==> config.mk <==
export PLATFORM = sky130hd
export DESIGN_NAME = sctr_regs
export DESIGN_NICKNAME = d
export VERILOG_FILES = /design/src/sctr_pkg.sv /design/src/sctr_regs.sv
export VERILOG_INCLUDE_DIRS = /design/src /design/src/src
export SDC_FILE = /design/constraint.sdc
export NUM_CORES = 1
export LEC_CHECK = 0
export ABC_AREA = 1
export BUFFER_PORTS_ARGS = -buffer_cell sky130_fd_sc_hd__buf_2
export CORE_ASPECT_RATIO = 0.8
export CORE_MARGIN = 3
export CORE_UTILIZATION = 60
export CTS_BUF_LIST = sky130_fd_sc_hd__clkbuf_4
export CTS_CLUSTER_SIZE = 10
export DETAILED_ROUTE_END_ITERATION = 10
export GPL_TIMING_DRIVEN = 0
export PLACE_DENSITY = 0.85
export SYNTH_ARGS = -nofsm -noshare
export SYNTH_HDL_FRONTEND = slang
export SYNTH_SLANG_ARGS = --single-unit
export TNS_END_PERCENT = 100
==> constraint.sdc <==
create_clock -name clk -period 1.6 [get_ports clk]
set_input_delay 0.24 -clock clk [delete_from_list [all_inputs] [get_ports clk]]
set_output_delay 0.24 -clock clk [all_outputs]
set_load 0.05 [all_outputs]
==> src/sctr_defines.svh <==
// Register offsets, field positions, reset and wake values for the
// synthesizer calibration, RC oscillator and test register slice.
// Assumes an 8-bit register access port from the serial interface decoder.
`ifndef SCTR_DEFINES_SVH
`define SCTR_DEFINES_SVH

`define SCTR_ADDR_W 6
`define SCTR_OFS_VCO_CUR 6'h24
`define SCTR_OFS_COARSE 6'h25
`define SCTR_OFS_CAL_CTRL 6'h26
`define SCTR_OFS_RC_HI 6'h27
`define SCTR_OFS_RC_LO 6'h28
`define SCTR_OFS_SYN_TEST 6'h29
`define SCTR_OFS_PROD_TEST 6'h2a
`define SCTR_OFS_GAIN_TEST 6'h2b
`define SCTR_OFS_TEST_B 6'h2c
`define SCTR_OFS_TEST_A 6'h2d
`define SCTR_OFS_TEST_BASE 6'h2e

`define SCTR_RST_VCO_CUR 8'h0a
`define SCTR_RST_COARSE 8'h20
`define SCTR_RST_CAL_CTRL 8'h0d
`define SCTR_RST_RC_HI 8'h41
`define SCTR_RST_RC_LO 8'h00
`define SCTR_RST_SYN_TEST 8'h59
`define SCTR_RST_PROD_TEST 8'h7f
`define SCTR_RST_GAIN_TEST 8'h3f
`define SCTR_RST_TEST_B 8'h88
`define SCTR_RST_TEST_A 8'h31
`define SCTR_RST_TEST_BASE 8'h0b

`define SCTR_MASK_VCO_CUR 8'h3f
`define SCTR_MASK_COARSE 8'h3f
`define SCTR_MASK_7BIT 8'h7f
`define SCTR_MASK_FULL 8'hff

`define SCTR_WAKE_TEST_B_KEEP 8'h81
`define SCTR_WAKE_TEST_A_KEEP 8'h35
`define SCTR_PROD_TEMP_ON 8'hbf
`define SCTR_VCO_SEL_BIT 1

`endif

==> src/sctr_pkg.sv <==
// Types for the synthesizer calibration and test register slice.
// Assumes sctr_defines.svh is on the include path.
package sctr_pkg;

   typedef struct packed
   {
      logic wr;
      logic [5:0] addr;
      logic [7:0] wdata;
   } sctr_req_t;

   typedef struct packed
   {
      logic [5:0] vco_current;
      logic vco_high;
      logic [5:0] coarse_cap;
      logic [6:0] cal_ctrl;
      logic [6:0] rc_hi;
      logic [6:0] rc_lo;
      logic [7:0] syn_test;
      logic [7:0] gain_test;
      logic [7:0] test_b;
      logic [7:0] test_a;
      logic [7:0] test_base;
   } sctr_cfg_t;

endpackage

==> src/sctr_regs.sv <==
// Register slice 0x24..0x2e: synthesizer calibration results and control,
// RC oscillator settings, and the test registers lost in sleep.
// Assumes the serial decoder presents one-cycle write strobes and a
// combinational address for reads, all synchronous to clk.
`timescale 1ns/10ps
`include "sctr_defines.svh"

// How it works
// - Coarse cap result: six bits, reset 0x20
// - Calibration control: seven bits, reset 0x0d
// - Two RC oscillator registers, resets 0x41, 0x00
// - Test registers 0x29-0x2e lost during sleep
// - Production test 0xbf enables sensor in idle
// - Wake forces test_b to 0x88 or 0x81
// - Wake forces test_a to 0x31 or 0x35
// - Base test bit 1 enables VCO selection
module sctr_regs
(
   input wire logic clk,
   input wire logic arst_n,
   input wire sctr_pkg::sctr_req_t req,
   input wire logic sleep_active,
   input wire logic wake_pulse,
   input wire logic radio_idle,
   input wire logic converter_keep_setting,
   output logic [7:0] rdata,
   output sctr_pkg::sctr_cfg_t cfg,
   output logic temp_sensor_enable,
   output logic vco_select_cal_enable
);

   logic [7:0] vco_cur_q;
   logic [7:0] coarse_q;
   logic [7:0] cal_ctrl_q;
   logic [7:0] rc_hi_q;
   logic [7:0] rc_lo_q;
   logic [7:0] syn_test_q;
   logic [7:0] prod_test_q;
   logic [7:0] gain_test_q;
   logic [7:0] test_b_q;
   logic [7:0] test_a_q;
   logic [7:0] test_base_q;
   logic [7:0] rdata_d;

   function automatic logic hit(input logic [5:0] ofs);
      hit = req.wr && (req.addr == ofs);
   endfunction

   // Retained calibration and oscillator registers
   always_ff @(posedge clk or negedge arst_n)
   begin
      if (!arst_n)
      begin
         vco_cur_q <= `SCTR_RST_VCO_CUR;
         coarse_q <= `SCTR_RST_COARSE;
         cal_ctrl_q <= `SCTR_RST_CAL_CTRL;
         rc_hi_q <= `SCTR_RST_RC_HI;
         rc_lo_q <= `SCTR_RST_RC_LO;
      end
      else
      begin
         // Host writes of stored results replace a calibration run
         if (hit(`SCTR_OFS_VCO_CUR))
            vco_cur_q <= req.wdata & `SCTR_MASK_VCO_CUR;
         if (hit(`SCTR_OFS_COARSE))
            coarse_q <= req.wdata & `SCTR_MASK_COARSE;
         if (hit(`SCTR_OFS_CAL_CTRL))
            cal_ctrl_q <= req.wdata & `SCTR_MASK_7BIT;
         if (hit(`SCTR_OFS_RC_HI))
            rc_hi_q <= req.wdata & `SCTR_MASK_7BIT;
         if (hit(`SCTR_OFS_RC_LO))
            rc_lo_q <= req.wdata & `SCTR_MASK_7BIT;
      end
   end

   // Test group: contents lost while asleep, wake values forced
   always_ff @(posedge clk or negedge arst_n)
   begin
      if (!arst_n)
      begin
         syn_test_q <= `SCTR_RST_SYN_TEST;
         prod_test_q <= `SCTR_RST_PROD_TEST;
         gain_test_q <= `SCTR_RST_GAIN_TEST;
         test_b_q <= `SCTR_RST_TEST_B;
         test_a_q <= `SCTR_RST_TEST_A;
         test_base_q <= `SCTR_RST_TEST_BASE;
      end
      else if (sleep_active)
      begin
         // Model loss of programming as return to power-on values
         syn_test_q <= `SCTR_RST_SYN_TEST;
         prod_test_q <= `SCTR_RST_PROD_TEST;
         gain_test_q <= `SCTR_RST_GAIN_TEST;
         test_b_q <= `SCTR_RST_TEST_B;
         test_a_q <= `SCTR_RST_TEST_A;
         test_base_q <= `SCTR_RST_TEST_BASE;
      end
      else if (wake_pulse)
      begin
         test_b_q <= converter_keep_setting ?
            `SCTR_WAKE_TEST_B_KEEP : `SCTR_RST_TEST_B;
         test_a_q <= converter_keep_setting ?
            `SCTR_WAKE_TEST_A_KEEP : `SCTR_RST_TEST_A;
      end
      else
      begin
         if (hit(`SCTR_OFS_SYN_TEST))
            syn_test_q <= req.wdata;
         if (hit(`SCTR_OFS_PROD_TEST))
            prod_test_q <= req.wdata;
         if (hit(`SCTR_OFS_GAIN_TEST))
            gain_test_q <= req.wdata;
         if (hit(`SCTR_OFS_TEST_B))
            test_b_q <= req.wdata;
         if (hit(`SCTR_OFS_TEST_A))
            test_a_q <= req.wdata;
         if (hit(`SCTR_OFS_TEST_BASE))
            test_base_q <= req.wdata;
      end
   end

   // Read mux; unmapped offsets read zero
   always_comb
   begin
      case (req.addr)
         `SCTR_OFS_VCO_CUR: rdata_d = vco_cur_q;
         `SCTR_OFS_COARSE: rdata_d = coarse_q;
         `SCTR_OFS_CAL_CTRL: rdata_d = cal_ctrl_q;
         `SCTR_OFS_RC_HI: rdata_d = rc_hi_q;
         `SCTR_OFS_RC_LO: rdata_d = rc_lo_q;
         `SCTR_OFS_SYN_TEST: rdata_d = syn_test_q;
         `SCTR_OFS_PROD_TEST: rdata_d = prod_test_q;
         `SCTR_OFS_GAIN_TEST: rdata_d = gain_test_q;
         `SCTR_OFS_TEST_B: rdata_d = test_b_q;
         `SCTR_OFS_TEST_A: rdata_d = test_a_q;
         `SCTR_OFS_TEST_BASE: rdata_d = test_base_q;
         default: rdata_d = 8'h00;
      endcase
   end

   always_ff @(posedge clk or negedge arst_n)
   begin
      if (!arst_n)
         rdata <= 8'h00;
      else
         rdata <= rdata_d;
   end

   // Registered views handed to the analog side
   always_ff @(posedge clk or negedge arst_n)
   begin
      if (!arst_n)
      begin
         cfg <= '0;
         temp_sensor_enable <= 1'b0;
         vco_select_cal_enable <= 1'b0;
      end
      else
      begin
         cfg.vco_current <= {1'b0, vco_cur_q[4:0]};
         cfg.vco_high <= vco_cur_q[5];
         cfg.coarse_cap <= coarse_q[5:0];
         cfg.cal_ctrl <= cal_ctrl_q[6:0];
         cfg.rc_hi <= rc_hi_q[6:0];
         cfg.rc_lo <= rc_lo_q[6:0];
         cfg.syn_test <= syn_test_q;
         cfg.gain_test <= gain_test_q;
         cfg.test_b <= test_b_q;
         cfg.test_a <= test_a_q;
         cfg.test_base <= test_base_q;
         temp_sensor_enable <= radio_idle &&
            (prod_test_q == `SCTR_PROD_TEMP_ON);
         vco_select_cal_enable <= test_base_q[`SCTR_VCO_SEL_BIT];
      end
   end

endmodule

; Word-level counts from Yosys, hierarchy flattened
; Cells that the tools add are included.
[word_totals]
latch_bits = 0
n_memories = 0
ramBits = 0
regBits = 164
mem_bits_ro = 0
input_bits = 21
[classes]
order_cmp = 0
div = 0
n_mux = 21
multipliers = 0
n_eq_ne = 13
n_reduce_logical = 22
n_bitwise = 0
shift = 0
addsub = 0
[ops]
columns = op, count
row1 = 8-bit 2-to-1 mux, 18
row2 = 8-bit case mux with 11 select lines, 1
row3 = "6-bit == test, second input constant", 11
row4 = 1-bit logical AND, 12
row5 = "8-bit == test, second input constant", 1
row6 = 2-bit AND reduction, 4
row7 = 2-bit nonzero test, 4
row8 = 3-bit nonzero test, 2
row9 = 4-bit 2-to-1 mux, 1
row10 = 3-bit 2-to-1 mux, 1
row11 = "2-bit != test, second input constant", 1

; Longest topological paths before layout
[logic_depth]
depth_word = 5
mapped_depth = 9
mapped_depth_nobuf = 9

; Worst setup path before layout
; Ideal clock, no wire load.
[synth_timing]
path_type = input port to flip-flop
from = in req[9] (netlist name)
to = reg rc_lo_q[5]
t_required_ns = 1.478
slack_ns = 0.450
n_path_buf = 1
t_arrival_ns = 1.028
cell_stages = 7
path_cell_list = nor2_1 -> nand2_4 -> nor2_4 -> nand2_2 -> buf_6 -> nand2_1 -> o21ai_2
[synth_between]
elab_chain_cells = 2
[synth_lines]
columns = element, line
row1 = "start, declared", sctr_regs.sv:21  ; input wire sctr_pkg::sctr_req_t req,
row2 = 6-bit == test, sctr_regs.sv:46  ; hit = req.wr && (req.addr == ofs);
row3 = 1-bit logical AND, sctr_regs.sv:46
row4 = "end signal, assigned", sctr_regs.sv:58  ; rc_lo_q <= `SCTR_RST_RC_LO;
row5 = "end signal, assigned", sctr_regs.sv:72  ; rc_lo_q <= req.wdata & `SCTR_MASK_7BIT;
row6 = "end, declared", sctr_regs.sv:36  ; logic [7:0] rc_lo_q;
; Every way passes these cells.
; A chain may end at the register's enable or synchronous reset.

; Worst setup path after layout
[layout_timing]
from = reg cfg[1] (netlist name)
to = out cfg[1] (netlist name)
[layout_lines]
columns = element, line
row1 = "start, declared", sctr_regs.sv:27  ; output sctr_pkg::sctr_cfg_t cfg,
; No word-level cell between the ends.

==> flow_metrics.tcl <==
set metrics [dict create \
    cp_max_fo 2 \
    area_growth_syn_to_layout_pct 17.57 \
    syn-num-nets 666 \
    final_area_um2 7604 \
    start_util_pct 62.40 \
    dr.pass1.iters 5 \
    async_flop_share_pct 100.0 \
    fin_ws_ns 0.1044 \
    rsz0062_at_grt "false" \
    cpPeakStageDelay_ns 0.40 \
    place_inst 888 \
    wl_per_cell_um 18.40 \
    die_y_um 98.86 \
    drt_iter0_drc 603 \
    die_x_um 122.1 \
    synth-seq-cells 163 \
    diodes 0 \
    critPathKind "flip-flop to primary output" \
    cts_sinks 163 \
    grt_pass1_wl_mm 27.40 \
    cts_setup_buffers 0 \
    p_total_mw 8.653 \
    antenna_found_initial 0 \
    crit_top_cell "buf_4" \
    grt_usage_pct 30.23 \
    clock_latency_ns 0.55 \
    regArea_um2 4120 \
    gp_congestion 0.9396 \
    numCtsBuffers 17 \
    start_kind "flip-flop" \
    synth.cell_area_um2 6467 \
    cts_tree "done" \
    rows 33 \
    route.detailed.drc 0 \
    timing.setup.tns_ns 0 \
    critPathCaptureType "primary output" \
    dp_slack_ns 0.1300 \
    vias 5174 \
    hold_slack_ns 0.07512 \
    skew_ns 0.01552 \
    period_needed_ns 1.496 \
    overflow 0 \
    maxCapViolations 0 \
    finalHoldViolations 0 \
    hpwl_mm 12.36 \
    cts-root-buf "clkbuf_4" \
    final_cells 930 \
    synth_edf_count 0 \
    setup-violations-final 0 \
    final_nets 798 \
    routed_via_density 5.563 \
    maxSlewViolCount 0 \
    fin_util_pct 73.37 \
    period_share_pct 93.47 \
    syn_inst 645 \
    clk_pin_slew_worst_paths_ns 0.13 \
    ant_nets 0 \
    grt_max_degree 86 \
    powerDensity_nw_per_um2 1138 \
    path_buf_inv 2 \
    synth_warnings 0 \
    yosys.cell_types.count 28 \
    numPortBuffers 102 \
    run_status "completed" \
    drive_gt1_share_pct 30.38 \
    slew_headroom_pct 51.35 \
    die_area_um2 12070 \
    worst_pin_slew_ns 0.7297 \
    fmax_mhz 668.6 \
    grt_pass1_vias 5101 \
    drt-total-wl_mm 17.11 \
    clockBufferDepth 2 \
    yosysSeqAreaShare_pct 63.71 \
    ioPinCount 105 \
    critPathRequiredTime_ns 1.36 \
    crit_arrival_ns 1.26 \
    fillers 743 \
    multi_input_area_um2 2076 \
    cp_top_family "flip-flops" \
    syn_avg_cell_area_um2 10.03 \
    fp.coreArea_um2 10360 \
    hp-class "primary input to flip-flop" \
    synthFlopType "dfrtp_1" \
    leakagePower_nw 4.011 \
    cpMaxStageDelayCell "dfrtp_1" \
    htree_levels 4 \
    ir_drop_v 0.001113 \
    crit_chain "buf_4 -> buf_4" \
    place_area_um2 7187 \
]
## cell families (layout without fill, tap and decap cells)
group | Yosys count | in the layout | share of synthesized area [%]
buffers and inverters | 56 | 201 | 4.198
other | 1 | 1 | 0.05798
and+or+nand+nor | 383 | 383 | 28.38
DFF | 163 | 163 | 63.71
AOI/OAI and AO/OA | 42 | 42 | 3.656
## worst reg2reg max path: stages, from the launching register on
cell,delay [ns]
dfstp_2,0.57
nand3_1,0.07
nor4_1,0.29
## layer usage
metal / share of wire, % / routed length, µm / track usage (%) / up-vias
met4: 3.4 / 581 / 11.70 / 0
met1: 39 / 6739 / 41.41 / 2481
li1: - / - / - / 2335
met5: 0 / 0 / 0 / -
met3: 9.8 / 1685 / 7.401 / 50
met2: 47 / 8105 / 47.20 / 308
## flip-flops by register name, summed over array words and instances, names as in the netlist
register	count
syn_test_q	8
rdata	8
temp_sensor_enable	1
cfg	73
cal_ctrl_q	7
test_b_q	8
rc_hi_q	7
test_a_q	8
test_base_q	8
gain_test_q	8
rc_lo_q	7
coarse_q	6
prod_test_q	8
vco_cur_q	6
## cells in the mapped netlist (3+ instances only)
| cell type | number | area (µm²) |
|---|---|---|
| o21ai_0 | 6 | 30.03 |
| nor2_1 | 74 | 277.8 |
| inv_2 | 6 | 22.52 |
| nand4_1 | 4 | 25.02 |
| nor2_2 | 6 | 37.54 |
| dfstp_2 | 33 | 867.1 |
| nand2_1 | 175 | 656.9 |
| buf_6 | 3 | 33.78 |
| inv_1 | 28 | 105.1 |
| nand3_1 | 88 | 440.4 |
| nor2_4 | 10 | 112.6 |
| o21ai_1 | 28 | 140.1 |
| dfrtp_1 | 130 | 3253 |
| buf_2 | 9 | 45.04 |
| o21ai_2 | 7 | 61.31 |
| nand2_2 | 5 | 31.28 |
| nand2_4 | 12 | 135.1 |
| buf_4 | 6 | 45.04 |
| nand3_4 | 3 | 52.55 |
## worst paths after layout
| path | start | to | slack [ns] | cells past startpoint |
|---|---|---|---|---|
| max in group asynchronous | arst_n | prod_test_q[2] | 0.48 | 3 |
| max reg2reg | prod_test_q[0] | temp_sensor_enable | 0.56 | 2 |
| max | cfg[1] | cfg[1] | 0.10 | 2 |
| min reg2reg | gain_test_q[2] | cfg[26] | 0.40 | 0 |
| min | wake_pulse | test_a_q[4] | 0.08 | 3 |
| min in group asynchronous | arst_n | rc_lo_q[5] | 0.25 | 2 |
## cell usage in the layout, fill, tap and decap left out
master	synthesis	layout
a21oi_1	1	1
buf_16	0	1
buf_2	9	109
buf_4	6	7
buf_6	3	4
bufinv_16	0	3
clkbuf_1	1	1
clkbuf_4	0	19
clkinv_1	1	1
clkinv_2	0	2
clkinv_4	0	1
clkinvlp_4	0	1
conb_1	1	1
dfrtp_1	130	130
dfstp_2	33	33
dlygate4sd3_1	0	10
inv_1	28	28
inv_2	6	6
inv_4	2	2
inv_6	0	5
inv_8	0	1
nand2_1	175	175
nand2_2	5	5
nand2_4	12	12
nand3_1	88	88
nand3_2	1	1
nand3_4	3	3
nand4_1	4	4
nor2_1	74	74
nor2_2	6	6
nor2_4	10	10
nor2_8	2	2
nor3_1	2	2
nor4_1	1	1
o21ai_0	6	6
o21ai_1	28	28
o21ai_2	7	7
## repair_timing
item | CTS | global route
hold endpoints to repair | 72 | 0
gates resized for setup | 0 | 2
hold buffers | 10 | 0
setup endpoints to repair | 0 | 1
## final cells by class
cell class / count / area share, %
plain buffers: 19 / 1.678
clock buffers: 19 / 1.876
clock inverters: 13 / 2.254
inverters: 37 / 1.892
multi-input cells: 426 / 27.30
flip-flops and latches: 163 / 54.19
well taps: 140 / 2.304
repair buffers: 113 / 8.507
## report_power, final
part | internal (mW) | switching [mW] | total [mW]
sequential | 4.46 | 0.197 | 4.66
combinational | 0.290 | 1.07 | 1.36
clock | 1.15 | 1.48 | 2.63
No activity file was read; power rests on OpenSTA's default activity.
